`config.mk`:
```
export PLATFORM = sky130hd
export DESIGN_NAME = graphics_power_mgmt_capability
export DESIGN_NICKNAME = d
export VERILOG_FILES = /design/src/pm_capability_word_pkg.sv /design/src/graphics_power_mgmt_capability.sv
export SDC_FILE = /design/constraint.sdc
export NUM_CORES = 1
export LEC_CHECK = 0
export BUFFER_PORTS_ARGS = -buffer_cell sky130_fd_sc_hd__buf_2
export CAP_MARGIN = 20
export CORE_AREA = 2 2 60 62
export DETAILED_ROUTE_END_ITERATION = 8
export DIE_AREA = 0 0 62 64
export PLACE_DENSITY_LB_ADDON = 0.05
export SETUP_SLACK_MARGIN = 0.1
export SLEW_MARGIN = 5
export SYNTH_ARGS = -nofsm -noshare
export SYNTH_HDL_FRONTEND = slang
export SYNTH_SLANG_ARGS = --single-unit
```
`constraint.sdc`:
```
create_clock -name core_clk -period 2.5 [get_ports core_clk]
set_input_delay 0.25 -clock core_clk [delete_from_list [all_inputs] [get_ports core_clk]]
set_output_delay 0.25 -clock core_clk [all_outputs]
set_load 0.005 [all_outputs]
```
`src/pm_capability_word_pkg.sv`:
```
// Package for the graphics power-management capability block
package pm_capability_word_pkg;
   // Register byte offsets (16-bit registers, word-aligned access via byte address)
   localparam logic [7:0] pm_capability_header_off = 8'hdc;
   localparam logic [7:0] pm_capability_word_off = 8'hde;
   localparam logic [7:0] pm_control_status_off = 8'he0;
   // Avalon word addresses (byte address / 4)
   localparam logic [5:0] word_dc = 6'h37;
   localparam logic [5:0] word_e0 = 6'h38;
   // Fixed field values
   localparam logic [7:0] capability_identifier = 8'h01;
   localparam logic [7:0] next_list_pointer = 8'h00;
   localparam logic [15:0] pm_capability_header_rst = 16'h0001;
   localparam logic [15:0] pm_capability_word_rst = 16'h0022;
   localparam logic [15:0] pm_control_status_rst = 16'h0000;
   localparam int wake_enable_pos = 8;
   localparam int wake_status_pos = 15;
   localparam int cs_w = 16;
   // Byte lanes of the control/status half-word
   localparam int level_lane = 0;
   localparam int wake_lane = 1;
   // Sleep levels
   typedef enum logic [1:0] {
      level_d0 = 2'b00,
      level_d1 = 2'b01,
      level_d2 = 2'b10,
      level_d3 = 2'b11
   } device_sleep_level_t;
   localparam device_sleep_level_t sleep_level_rst = level_d0;
   // Processor access above 4 GB
   localparam int host_addr_w = 36;
   localparam logic [35:0] four_gb = 36'h1_0000_0000;
   typedef struct packed {
      logic valid;
      logic write;
      logic [35:0] addr;
   } host_req_t;
   typedef struct packed {
      logic claim;
      logic done;
      logic [31:0] rdata;
   } host_rsp_t;
endpackage : pm_capability_word_pkg

```
`src/graphics_power_mgmt_capability.sv`:
```
// Power-management capability registers and above-4GB host access sink
//
// Summary of operation
// - Header low byte always reads capability identifier 01h; writes ignored.
// - Header high byte, next list pointer, always reads 00h.
// - Capability word bits 2:0 hardwired to version 010b.
// - Capability word bit 5 reads 1: device-specific initialization needed.
// - Capability word bits 15:11, 4, 3 read 0; no wake signal ever.
// - Capability word bits 10, 9 and 8:6 read 0.
// - Control/status bit 15, wake status flag, always reads 0.
// - Control/status bit 8, wake enable, writable, resets to 0.
// - Control/status bits 14:9 and 7:2 read zero; writes ignored.
// - Bits 1:0 hold sleep level; 00 D0, 01 D1, 10 D2, 11 D3.
// - Writes of 01 or 10 complete normally but leave the level unchanged.
// - Processor memory accesses at or above 4 GB are claimed, not forwarded.
// - Claimed writes drop data; claimed reads return all zeros.
//
// Added by the designer: the Avalon-MM slave port.
`timescale 1ns/10ps
module graphics_power_mgmt_capability #(
   parameter int data_w = 32,
   parameter int addr_w = 6,
   parameter int host_addr_w = pm_capability_word_pkg::host_addr_w,
   parameter int cs_w = pm_capability_word_pkg::cs_w
) (
   input wire logic core_clk,
   input wire logic reset,
   input wire logic clk_en,
   input wire logic [5:0] avs_address,
   input wire logic avs_read,
   input wire logic avs_write,
   input wire logic [31:0] avs_writedata,
   input wire logic [3:0] avs_byteenable,
   output logic [31:0] avs_readdata,
   output logic avs_waitrequest,
   input wire pm_capability_word_pkg::host_req_t host_req,
   output pm_capability_word_pkg::host_rsp_t host_rsp,
   output logic wake_out,
   output logic [1:0] sleep_level
);

   // Handshake states; every taken request gets exactly one answer cycle
   typedef enum logic [0:0] {
      bus_idle = 1'b0,
      bus_answer = 1'b1
   } bus_state_t;

   // Bits software may change in the control/status half-word
   localparam logic [15:0] level_mask = 16'h0003;
   localparam logic [15:0] wake_mask = 16'h0001 << pm_capability_word_pkg::wake_enable_pos;
   localparam logic [15:0] cs_writable = level_mask | wake_mask;

   // Decode and flop widths are built for these sizes only
   if (data_w != 32) begin : g_bad_data_w
      $error("data_w must be 32");
   end

   if (addr_w != 6) begin : g_bad_addr_w
      $error("addr_w must be 6");
   end

   if (host_addr_w != pm_capability_word_pkg::host_addr_w) begin : g_bad_host_w
      $error("host_addr_w must be 36");
   end

   if (cs_w != pm_capability_word_pkg::cs_w) begin : g_bad_cs_w
      $error("cs_w must be 16");
   end

   // The word map must agree with the byte offsets
   if ({pm_capability_word_pkg::word_dc, 2'b00} != pm_capability_word_pkg::pm_capability_header_off) begin : g_hdr_map
      $error("header word address does not match its offset");
   end

   if ({pm_capability_word_pkg::word_dc, 2'b10} != pm_capability_word_pkg::pm_capability_word_off) begin : g_cap_map
      $error("capability word address does not match its offset");
   end

   if ({pm_capability_word_pkg::word_e0, 2'b00} != pm_capability_word_pkg::pm_control_status_off) begin : g_cs_map
      $error("control word address does not match its offset");
   end

   // Fixed fields and reset values must tell the same story
   if (pm_capability_word_pkg::pm_capability_header_rst != {pm_capability_word_pkg::next_list_pointer,
         pm_capability_word_pkg::capability_identifier}) begin : g_hdr_rst
      $error("header reset value disagrees with its fields");
   end

   if (pm_capability_word_pkg::pm_control_status_rst[1:0] != pm_capability_word_pkg::sleep_level_rst) begin : g_lvl_rst
      $error("level reset value disagrees with the control reset");
   end

   // The wake status flag must never become writable
   if (cs_writable[pm_capability_word_pkg::wake_status_pos]) begin : g_wake_sts
      $error("wake status bit marked writable");
   end

   // Word match, shared by read and write decode
   function automatic logic word_hit(
      input logic [5:0] addr,
      input logic [5:0] word
   );
      return addr == word;
   endfunction : word_hit

   // The level field takes D0 and D3 only
   function automatic logic level_supported(
      input logic [1:0] code
   );
      logic ok;
      ok = 1'b0;
      if (code == pm_capability_word_pkg::level_d0) begin
         ok = 1'b1;
      end
      if (code == pm_capability_word_pkg::level_d3) begin
         ok = 1'b1;
      end
      return ok;
   endfunction : level_supported

   // Spread one byte-lane enable over its eight bits of the half-word
   function automatic logic [15:0] lane_bits(
      input logic on,
      input int lane
   );
      logic [15:0] bits;
      bits = 16'h0000;
      bits[lane * 8 +: 8] = {8{on}};
      return bits;
   endfunction : lane_bits

   // Read view of one word address; unmapped words read as zero
   function automatic logic [31:0] read_view(
      input logic [5:0] addr,
      input logic [15:0] cs
   );
      logic [31:0] view;
      view = 32'h0000_0000;
      if (word_hit(addr, pm_capability_word_pkg::word_dc)) begin
         view[7:0] = pm_capability_word_pkg::capability_identifier;
         view[15:8] = pm_capability_word_pkg::next_list_pointer;
         view[31:16] = pm_capability_word_pkg::pm_capability_word_rst;
      end
      if (word_hit(addr, pm_capability_word_pkg::word_e0)) begin
         view[15:0] = cs;
         view[31:16] = 16'h0000;
      end
      return view;
   endfunction : read_view

   // Handshake
   bus_state_t state_q;
   bus_state_t state_d;
   logic wait_q;
   logic wait_d;

   // Read data, held until the next read answer
   logic [31:0] rdata_q;
   logic [31:0] rdata_d;

   // Control/status storage, one flop per bit
   logic [15:0] cs_q;
   logic [15:0] cs_d;
   logic [15:0] cs_load;

   // Host sink and wake line
   logic claim_q;
   logic done_q;
   logic [31:0] hdata_q;
   logic wake_q;

   // Request decode
   wire take = (state_q == bus_idle) & (avs_read | avs_write);
   wire take_read = take & avs_read;
   wire take_write = take & avs_write;
   wire write_cs = take_write & word_hit(avs_address, pm_capability_word_pkg::word_e0);
   wire [31:0] read_word = read_view(avs_address, cs_q);

   // Lane enables; a lane left out keeps its bits
   wire level_lane_on = avs_byteenable[pm_capability_word_pkg::level_lane];
   wire wake_lane_on = avs_byteenable[pm_capability_word_pkg::wake_lane];
   wire [15:0] low_lane = lane_bits(write_cs & level_lane_on, pm_capability_word_pkg::level_lane);
   wire [15:0] high_lane = lane_bits(write_cs & wake_lane_on, pm_capability_word_pkg::wake_lane);

   // A refused level still completes on the bus, it just loads nothing into bits 1:0
   wire [1:0] new_level = avs_writedata[1:0];
   wire level_ok = level_supported(new_level);
   wire [15:0] level_gate = level_ok ? 16'hffff : ~level_mask;

   assign cs_load = (low_lane | high_lane) & level_gate & cs_writable;

   // Read-only bits stay zero whatever is written
   for (genvar b = 0; b < 16; b++) begin : g_cs_bit
      if (cs_writable[b]) begin : g_rw
         assign cs_d[b] = cs_load[b] ? avs_writedata[b] : cs_q[b];
      end else begin : g_ro
         assign cs_d[b] = 1'b0;
      end
   end

   // Handshake sequence
   always_comb begin
      state_d = state_q;
      unique case (state_q)
         bus_idle: begin
            if (take) begin
               state_d = bus_answer;
            end
         end
         bus_answer: begin
            state_d = bus_idle;
         end
      endcase
   end

   // Waitrequest is low for the answer cycle only
   assign wait_d = (state_d == bus_answer) ? 1'b0 : 1'b1;
   assign rdata_d = take_read ? read_word : rdata_q;

   // Claim everything at or above 4 GB; nothing goes downstream
   wire host_high = host_req.addr >= pm_capability_word_pkg::four_gb;
   wire host_hit = host_req.valid & host_high;

   // Handshake state
   always_ff @(posedge core_clk) begin
      if (reset) begin
         state_q <= bus_idle;
      end else if (clk_en) begin
         state_q <= state_d;
      end
   end

   // Registered so the bus never sees a decode glitch
   always_ff @(posedge core_clk) begin
      if (reset) begin
         wait_q <= 1'b1;
      end else if (clk_en) begin
         wait_q <= wait_d;
      end
   end

   // Read data
   always_ff @(posedge core_clk) begin
      if (reset) begin
         rdata_q <= 32'h0000_0000;
      end else if (clk_en) begin
         rdata_q <= rdata_d;
      end
   end

   // Control/status word; wake enable starts off, level starts at D0
   always_ff @(posedge core_clk) begin
      if (reset) begin
         cs_q <= pm_capability_word_pkg::pm_control_status_rst;
      end else if (clk_en) begin
         cs_q <= cs_d;
      end
   end

   // Claim strobe
   always_ff @(posedge core_clk) begin
      if (reset) begin
         claim_q <= 1'b0;
      end else if (clk_en) begin
         claim_q <= host_hit;
      end
   end

   // Claimed accesses finish the cycle after they are seen
   always_ff @(posedge core_clk) begin
      if (reset) begin
         done_q <= 1'b0;
      end else if (clk_en) begin
         done_q <= host_hit;
      end
   end

   // Writes are dropped and reads see zero, so no data path is kept
   always_ff @(posedge core_clk) begin
      if (reset) begin
         hdata_q <= 32'h0000_0000;
      end else if (clk_en) begin
         hdata_q <= 32'h0000_0000;
      end
   end

   // Wake enable is stored but never produces a wake event
   always_ff @(posedge core_clk) begin
      if (reset) begin
         wake_q <= 1'b0;
      end else if (clk_en) begin
         wake_q <= 1'b0;
      end
   end

   // Bus side
   assign avs_readdata = rdata_q;
   assign avs_waitrequest = wait_q;

   // Host, wake and level
   assign host_rsp = {claim_q, done_q, hdata_q};
   assign wake_out = wake_q;
   assign sleep_level = cs_q[1:0];
endmodule : graphics_power_mgmt_capability

```
==> results.json, run 1 <==
{
  "setup_tns_ns": 0,
  "ir_drop_v": 0.0000986,
  "instances_no_fill": 191,
  "skew_ns": 0.00230,
  "setup.worst_path.end_class": "flip-flop",
  "wl_um": 1580,
  "p_per_area_mw_per_mm2": 401,
  "post-synth-top-area-fraction_pct": 49.5,
  "cts_root_buf": "clkbuf_4",
  "hpwl_um": 1340,
  "cts_tree": "yes",
  "multiInputGateArea_um2": 512,
  "synth-edff-count": 0,
  "crit_chain": "and4b_1 -> and4_4 -> mux2i_1",
  "grt_util_all_layers_pct": 7.27,
  "async_flop_share_pct": 0,
  "grt_pass1_vias": 499,
  "ys_top_cells_by_area": "buf_4, dfxtp_1, nand2b_1, a21oi_1, mux2i_1",
  "report.final.slew_viol_count": 0,
  "max_freq_ghz": 0.933,
  "dieArea_mm2": 0.00397,
  "critPathArrivalTime_ns": 1.27,
  "core_area_mm2": 0.00328,
  "dpl_cell_area_um2": 920,
  "cts_max_level": 1,
  "min_period_ns": 1.07,
  "post_cts_resize_count": 0,
  "status": "finished clean",
  "place_inst": 187,
  "start_kind": "flip-flop",
  "synth_flop_cell": "dfxtp_1",
  "synth-seq-cells": 10,
  "hold_ws_ns": 0.246,
  "path_class": "flip-flop to flip-flop",
  "dieHeight_um": 64,
  "final_core_util_pct": 29.1,
  "yosysSeqAreaShare_pct": 20.3,
  "maxCapViolCount": 0,
  "min_path_type": "input pin to flip-flop",
  "drc": 0,
  "initial_utilization_pct": 30.0,
  "yosysWarnings": 0,
  "synth.top_cells.by_count": "buf_4, dfxtp_1, nand2b_1, a21oi_1",
  "final_hold_viol_count": 0,
  "port_buffers": 30,
  "io_pins": 155,
  "stdcell_area_um2": 956,
  "ant_nets": 0,
  "post_cts_buffers": 0,
  "nNetsFinal": 231,
  "clk_path_buf_depth": 2,
  "setup_viol": 0,
  "first_iter_violations": 12,
  "cts_num_sinks": 10,
  "critPathTopFamily": "simple AND/OR/NAND/NOR gates",
  "fillers": 374,
  "wl_per_cell_um": 8.26,
  "cpMaxStageDelayCell": "dfxtp_1",
  "p_leak_nw": 0.514,
  "synth_area_um2": 986,
  "core.rowCount": 21,
  "synth_cell_type_count": 26,
  "grt_overflow": 0,
  "gp_congestion": 0.674,
  "viasPerCell": 3.50,
  "die_x_um": 62,
  "numCtsBuffers": 3,
  "synth_most_common_cell": "buf_4",
  "yosys.area.top_type": "buf_4",
  "antenna_found_initial": 0,
  "dr.pass1.iters": 4,
  "grt_pass1_wl_um": 2130,
  "drive_gt1_share_pct": 26.2,
  "area_growth_pct": -3.05,
  "cts.clk_slew.worst_paths_ns": 0.07,
  "vias": 669,
  "diodes": 0,
  "postCtsHoldBufs": 0,
  "avgSynthCellArea_um2": 8.29,
  "clk-insertion-delay-late_ns": 0.26,
  "grt_start_max_net_pins": 13,
  "rsz0062_at_grt": "false",
  "slowest_delay_ns": 0.34,
  "finalCritPeriodShare_pct": 42.9,
  "crit_buf_inv": 0,
  "netlist_instances": 119,
  "required_ns": 2.70,
  "ff_latch_area_um2": 200,
  "crit_fanout": 5
}
## through the flow
step                setup WS, ns  total power (W)
floorplan                   1.42         0.000281
global placement            1.15         0.000238
detailed placement          1.15         0.000238
CTS                         1.41         0.000391
global route                1.36         0.000411
finish                      1.43         0.000384
## logic make-up (layout without fill, tap and decap cells)
group	count (synthesis)	in the layout	share of synthesized area, %
AND/OR/NAND/NOR	28	28	20.1
other	1	60	0.380
flip-flops	10	10	20.3
XOR/XNOR	1	1	0.888
AO/OA/AOI/OAI	9	9	5.08
multiplexers	3	3	3.05
buffers and inverters	67	34	50.3
## worst paths after layout
path,from,slack (ns),to,depth (start not counted)
worst max register to register,state_q,1.43,cs_q[1],3
worst min register to register,avs_readdata[8],0.46,avs_readdata[8],2
worst max-delay path,state_q,1.43,cs_q[1],3
worst min-delay path,avs_writedata[8],0.25,cs_q[8],3
## worst min-delay path, cell delays in order
cell and delay, ns:
buf_2 0.09, nand2b_1 0.06, mux2i_1 0.06
## placed cells by master, fill, tap and decap left out, drive strengths merged, types with 2 or more instances in the layout
master	Yosys	layout
conb	1	60
buf	65	30
dfxtp	10	10
nand2b	7	7
a21oi	6	6
clkbuf	2	4
nand2	3	3
nand4	3	3
nand3	3	3
mux2i	3	3
and2	2	2
and4b	2	2
## flip-flops by register name, indices dropped and copies added, names as in the netlist
register and flops:
cs_q 3, avs_waitrequest 1, avs_readdata 4, state_q 1, done_q 1
## final cells by class
| cell class | count | area share (%) |
|---|---|---|
| multi-input combinational | 101 | 53.5 |
| sequential | 10 | 20.9 |
| timing repair buffer | 30 | 15.7 |
| tap | 46 | 6.02 |
| clock buffer | 4 | 3.80 |
## metal layers
metal  track usage, %  vias to the layer above  share of wire (%)
li1                 -                      316                  -
met1             7.59                      292                 37
met2             12.6                       59                 48
met3             1.21                        2                 13
met4             4.79                        0                1.8
met5                0                        -                  0
## where the power goes
part,internal (W),switching [W],total [W]
Sequential,0.000164,0.00000282,0.000166
Clock,0.0000884,0.0000597,0.000148
Combinational,0.0000254,0.0000439,0.0000693
Power figures use the tool's default switching activity.
==> run 2, diff against run 1 <==
--- a/config.mk
+++ b/config.mk
@@ -7,9 +7,8 @@
 export LEC_CHECK = 0
 export BUFFER_PORTS_ARGS = -buffer_cell sky130_fd_sc_hd__buf_2
 export CAP_MARGIN = 20
-export CORE_AREA = 2 2 60 62
+export CORE_UTILIZATION = 29
 export DETAILED_ROUTE_END_ITERATION = 8
-export DIE_AREA = 0 0 62 64
 export PLACE_DENSITY_LB_ADDON = 0.05
 export SETUP_SLACK_MARGIN = 0.1
 export SLEW_MARGIN = 5
==> constraint.sdc (replaced) <==
create_clock -name core_clk -period 1.1 [get_ports core_clk]
set_input_delay 0.11 -clock core_clk [delete_from_list [all_inputs] [get_ports core_clk]]
set_output_delay 0.11 -clock core_clk [all_outputs]
set_load 0.005 [all_outputs]
==> run 2 against run 1 <==
Total power up 130%. Largest power group unchanged. Critical path depth unchanged. Combinational power up 140%. Fmax up 2.4%. Worst setup slack worse by 1.4 ns. Clock skew down 0.0015 ns. Wire length down 4.3%. Cell count unchanged.
==> results.json, run 2 (synthesis gave the netlist of run 1 again) <==
{
  "status": "finished clean",
  "comb_power_share_pct": 18.6,
  "cpMaxStageDelayCell": "dfxtp_2",
  "p_leak_nw": 0.525,
  "hold_ws_ns": 0.103,
  "cts_root_buf": "clkbuf_4",
  "r2r_end": "cs_q[1]",
  "setup.worst_path.end_class": "flip-flop",
  "slowest_delay_ns": 0.33,
  "p_int_w": 0.000636,
  "grt_overflow": 0,
  "antenna_found_initial": 0,
  "cts_num_sinks": 10,
  "nNetsFinal": 233,
  "rsz0062_at_grt": "true",
  "hpwl_um": 1240,
  "port_buffers": 30,
  "largest_register_ffs": 4,
  "area_growth_pct": -1.14,
  "crit_fanout": 4,
  "viasPerCell": 3.56,
  "maxCapViolCount": 0,
  "grt_pass1_wl_um": 1980,
  "holdPathEnd": "cs_q[8]",
  "r2r_start": "state_q",
  "start_kind": "flip-flop",
  "initial_utilization_pct": 31.5,
  "finalCritPeriodShare_pct": 95.1,
  "hold_depth": 3,
  "worstRegToRegCells": 3,
  "crit_buf_inv": 0,
  "max_freq_ghz": 0.956,
  "grt_util_all_layers_pct": 7.63,
  "p_sw_w": 0.000243,
  "wl_per_cell_um": 7.91,
  "total_power_w": 0.000879,
  "critPathTopFamily": "simple AND/OR/NAND/NOR gates",
  "first_iter_violations": 5,
  "postCtsHoldBufs": 0,
  "clk_path_buf_depth": 2,
  "core.rowCount": 20,
  "ir_drop_v": 0.000218,
  "path_class": "flip-flop to flip-flop",
  "die_x_um": 60.3,
  "p_per_area_mw_per_mm2": 902,
  "fillers": 359,
  "dieHeight_um": 60.3,
  "vias": 680,
  "pwr-share-seq_pct": 43.0,
  "dieArea_mm2": 0.00364,
  "gp_congestion": 0.704,
  "min_path_type": "input pin to flip-flop",
  "report.final.slew_viol_count": 0,
  "numCtsBuffers": 3,
  "fin_ws_ns": 0.0541,
  "cts.clk_slew.worst_paths_ns": 0.07,
  "dr.pass1.iters": 2,
  "wl_um": 1510,
  "drive_gt1_share_pct": 29.3,
  "ff2ff_setup_slack_ns": 0.05,
  "layout_common_cells": "conb_1, buf_2, dfxtp_1",
  "skew_ns": 0.000752,
  "final_core_util_pct": 31.2,
  "clk-insertion-delay-late_ns": 0.27,
  "cts_max_level": 1,
  "ant_nets": 0,
  "core_area_mm2": 0.00313,
  "crit_chain": "and4b_1 -> and4_4 -> mux2i_1",
  "drc": 0,
  "power_frac_clock_pct": 38.4,
  "setup_viol": 0,
  "io_pins": 155,
  "cts_tree": "yes",
  "netSwitchingFraction_pct": 27.7,
  "final_common_cell": "conb_1",
  "critPathArrivalTime_ns": 1.25,
  "dp_slack_ns": 0.0330,
  "diodes": 0,
  "final_hold_viol_count": 0,
  "min_period_ns": 1.05,
  "grt_start_max_net_pins": 13,
  "required_ns": 1.30,
  "grt_pass1_vias": 439,
  "hold_path_startpoint": "avs_writedata[8]",
  "setup_tns_ns": 0
}
## run 2: cell count changes in the layout (fill, tap and decap cells not counted), sizes merged
cell | before | now
buf | 30 | 32
## run 2: worst max path at each step
| stage | start | to | cells past startpoint |
|---|---|---|---|
| after floorplan | state_q | cs_q[0] | 3 |
| after global placement | avs_address[4] | cs_q[1] | 4 |
| after detailed placement | avs_address[2] | avs_readdata[0] | 5 |
| after CTS | state_q | cs_q[1] | 3 |
| after global routing | state_q | cs_q[1] | 3 |
| final | state_q | cs_q[1] | 3 |
## run 2: area by class of cell
type | count | area (µm²) | share of cell area, %
Sequential cell | 10 | 201 | 20.7
Timing Repair Buffer | 32 | 165 | 16.9
Tap cell | 44 | 55.1 | 5.65
Multi-Input combinational cell | 101 | 517 | 53.0
Clock buffer | 4 | 36.3 | 3.72
## run 2: power groups by stage
stage	clock [W]	combinational, W	sequential [W]
global route	0.000376	0.000192	0.000379
finish	0.000337	0.000164	0.000378
floorplan	0	0.000253	0.000386
global placement	0	0.000155	0.000386
detailed placement	0	0.000156	0.000387
CTS	0.000350	0.000161	0.000378
## run 2: worst reg2reg max path, delay by kind of cell, from the launching register on
family	cells	cell delay, ns
mux	1	0.17
flops	1	0.33
simple gates	2	0.47
## run 2: metrics by stage
step / instance area (µm²) / std cells
6_report: 975 / 191
5_1_grt: 975 / 191
4_1_cts: 970 / 191
3_5_place_dp: 925 / 186
3_3_place_gp: 925 / 186
2_1_floorplan: 1210 / 178
## run 2: routing by layer
metal  global-route usage, %  vias up  wire [µm]
met3                    1.95        4        187
li1                        -      321          -
met5                       0        -          0
met2                    10.7       72        641
met4                    5.98        0         34
met1                    9.84      283        646
## run 2: timing repair
| action | 4_1_cts | 5_1_grt |
|---|---|---|
| buffers inserted | 1 | 0 |
| pin swaps | 0 | 1 |
| resized for setup | 1 | 3 |
| setup endpoints to repair | 2 | 5 |
==> run 3, diff against run 2 <==
--- a/config.mk
+++ b/config.mk
@@ -7,8 +7,9 @@
 export LEC_CHECK = 0
 export BUFFER_PORTS_ARGS = -buffer_cell sky130_fd_sc_hd__buf_2
 export CAP_MARGIN = 20
-export CORE_UTILIZATION = 29
+export CORE_AREA = 2 2 60 62
 export DETAILED_ROUTE_END_ITERATION = 8
+export DIE_AREA = 0 0 62 64
 export PLACE_DENSITY_LB_ADDON = 0.05
 export SETUP_SLACK_MARGIN = 0.1
 export SLEW_MARGIN = 5
==> constraint.sdc (replaced) <==
create_clock -name core_clk -period 1.3 [get_ports core_clk]
set_input_delay 0.13 -clock core_clk [delete_from_list [all_inputs] [get_ports core_clk]]
set_output_delay 0.13 -clock core_clk [all_outputs]
set_load 0.005 [all_outputs]
==> run 3 against run 2 <==
Hold slack better by 0.024 ns. Sequential share of layout area is 0.41 points higher. First-iteration DRC count is 60% higher. Clock-buffer cell count is 1 lower.
==> results.json, run 3 (synthesis gave the netlist of run 1 again) <==
{
  "status": "finished clean",
  "clk-insertion-delay-late_ns": 0.26,
  "r2r_start": "state_q",
  "final_common_cell": "conb_1",
  "cts_num_sinks": 10,
  "final_hold_viol_count": 0,
  "post_cts_resize_count": 0,
  "hold_path_startpoint": "avs_writedata[8]",
  "drive_gt1_share_pct": 26.2,
  "max_freq_ghz": 0.941,
  "area_growth_pct": -3.68,
  "multiInputGateArea_um2": 512,
  "rsz0062_at_grt": "false",
  "gp_congestion": 0.688,
  "power_frac_clock_pct": 31.6,
  "ir_drop_v": 0.000183,
  "post_cts_buffers": 0,
  "netSwitchingFraction_pct": 29.0,
  "core_area_mm2": 0.00328,
  "cpMaxStageDelayCell": "dfxtp_1",
  "fillers": 373,
  "dr.pass1.iters": 4,
  "diodes": 0,
  "crit_fanout": 5,
  "grt_start_max_net_pins": 13,
  "path_class": "flip-flop to flip-flop",
  "p_int_w": 0.000471,
  "dieArea_mm2": 0.00397,
  "clk_path_buf_depth": 2,
  "holdPathEnd": "cs_q[8]",
  "final_core_util_pct": 28.9,
  "cts_tree": "yes",
  "layout_common_cells": "conb_1, buf_2, dfxtp_1",
  "p_per_area_mw_per_mm2": 699,
  "p_sw_w": 0.000193,
  "cts_root_buf": "clkbuf_4",
  "core.rowCount": 21,
  "io_pins": 155,
  "setup_viol": 0,
  "die_x_um": 62,
  "slowest_delay_ns": 0.34,
  "min_period_ns": 1.06,
  "grt_pass1_vias": 491,
  "crit_chain": "and4b_1 -> and4_4 -> mux2i_1",
  "antenna_found_initial": 0,
  "crit_cells": 3,
  "setup.worst_path.end_class": "flip-flop",
  "worstRegToRegCells": 3,
  "drc": 0,
  "r2r_end": "cs_q[1]",
  "start_kind": "flip-flop",
  "hold_depth": 3,
  "comb_power_share_pct": 20.3,
  "setup_tns_ns": 0,
  "report.final.slew_viol_count": 0,
  "ff_latch_area_um2": 200,
  "critPathTopFamily": "simple AND/OR/NAND/NOR gates",
  "initial_utilization_pct": 30.0,
  "ff2ff_setup_slack_ns": 0.24,
  "wl_per_cell_um": 8.27,
  "grt_overflow": 0,
  "port_buffers": 30,
  "p_leak_nw": 0.512,
  "maxCapViolCount": 0,
  "skew_ns": 0.00441,
  "postCtsHoldBufs": 0,
  "wl_um": 1580,
  "grt_util_all_layers_pct": 7.59,
  "finalCritPeriodShare_pct": 81.8,
  "cts_max_level": 1,
  "first_iter_violations": 8,
  "min_path_type": "input pin to flip-flop",
  "crit_buf_inv": 0,
  "cts.clk_slew.worst_paths_ns": 0.07,
  "viasPerCell": 3.48,
  "dp_slack_ns": 0.184,
  "required_ns": 1.50,
  "vias": 664,
  "hpwl_um": 1360,
  "ant_nets": 0,
  "grt_pass1_wl_um": 2170,
  "critPathArrivalTime_ns": 1.26,
  "largest_register_ffs": 4,
  "pwr-share-seq_pct": 48.1,
  "numCtsBuffers": 3,
  "nNetsFinal": 232,
  "fin_ws_ns": 0.237,
  "dieHeight_um": 64
}
run 3: power by group through the flow:
stage / combinational [W] / sequential, W / clock (W)
after floorplan: 0.000214 / 0.000327 / 0
after global placement: 0.000132 / 0.000327 / 0
after detailed placement: 0.000132 / 0.000327 / 0
after CTS: 0.000132 / 0.000320 / 0.000222
after global routing: 0.000158 / 0.000321 / 0.000234
final: 0.000135 / 0.000320 / 0.000210
run 3: worst max-delay path by stage:
stage	from	end	slack (ns)
after floorplan	state_q	cs_q[0]	0.31
after global placement	avs_address[2]	cs_q[8]	0.17
after detailed placement	avs_address[2]	cs_q[8]	0.18
after CTS	state_q	cs_q[1]	0.21
after global routing	state_q	cs_q[0]	0.16
final	state_q	cs_q[1]	0.24
run 3: final cells by class:
cell class | instances | area share, %
sequential | 10 | 21.1
timing repair buffer | 31 | 16.6
clock buffer | 3 | 2.37
multi-input combinational | 101 | 53.9
tap | 46 | 6.06
run 3: per-stage QoR:
stage	power (W)	area [µm²]	hold WS (ns)	instances
global placement	0.000458	927	0.400	188
detailed placement	0.000459	927	0.396	188
floorplan	0.000541	1210	0.278	178
global route	0.000713	950	0.145	191
CTS	0.000674	950	0.118	191
finish	0.000664	950	0.126	191
run 3: layer usage:
metal | vias to the layer above | track usage [%] | share of wire, %
met5 | - | 0 | 0
met4 | 0 | 3.99 | 2.2
met3 | 2 | 3.24 | 15
met2 | 61 | 12.1 | 47
met1 | 285 | 8.21 | 36
li1 | 316 | - | -
run 3: tightest hold or removal path, stage by stage:
cell	delay [ns]
buf_2	0.09
nand2b_1	0.05
mux2i_1	0.06
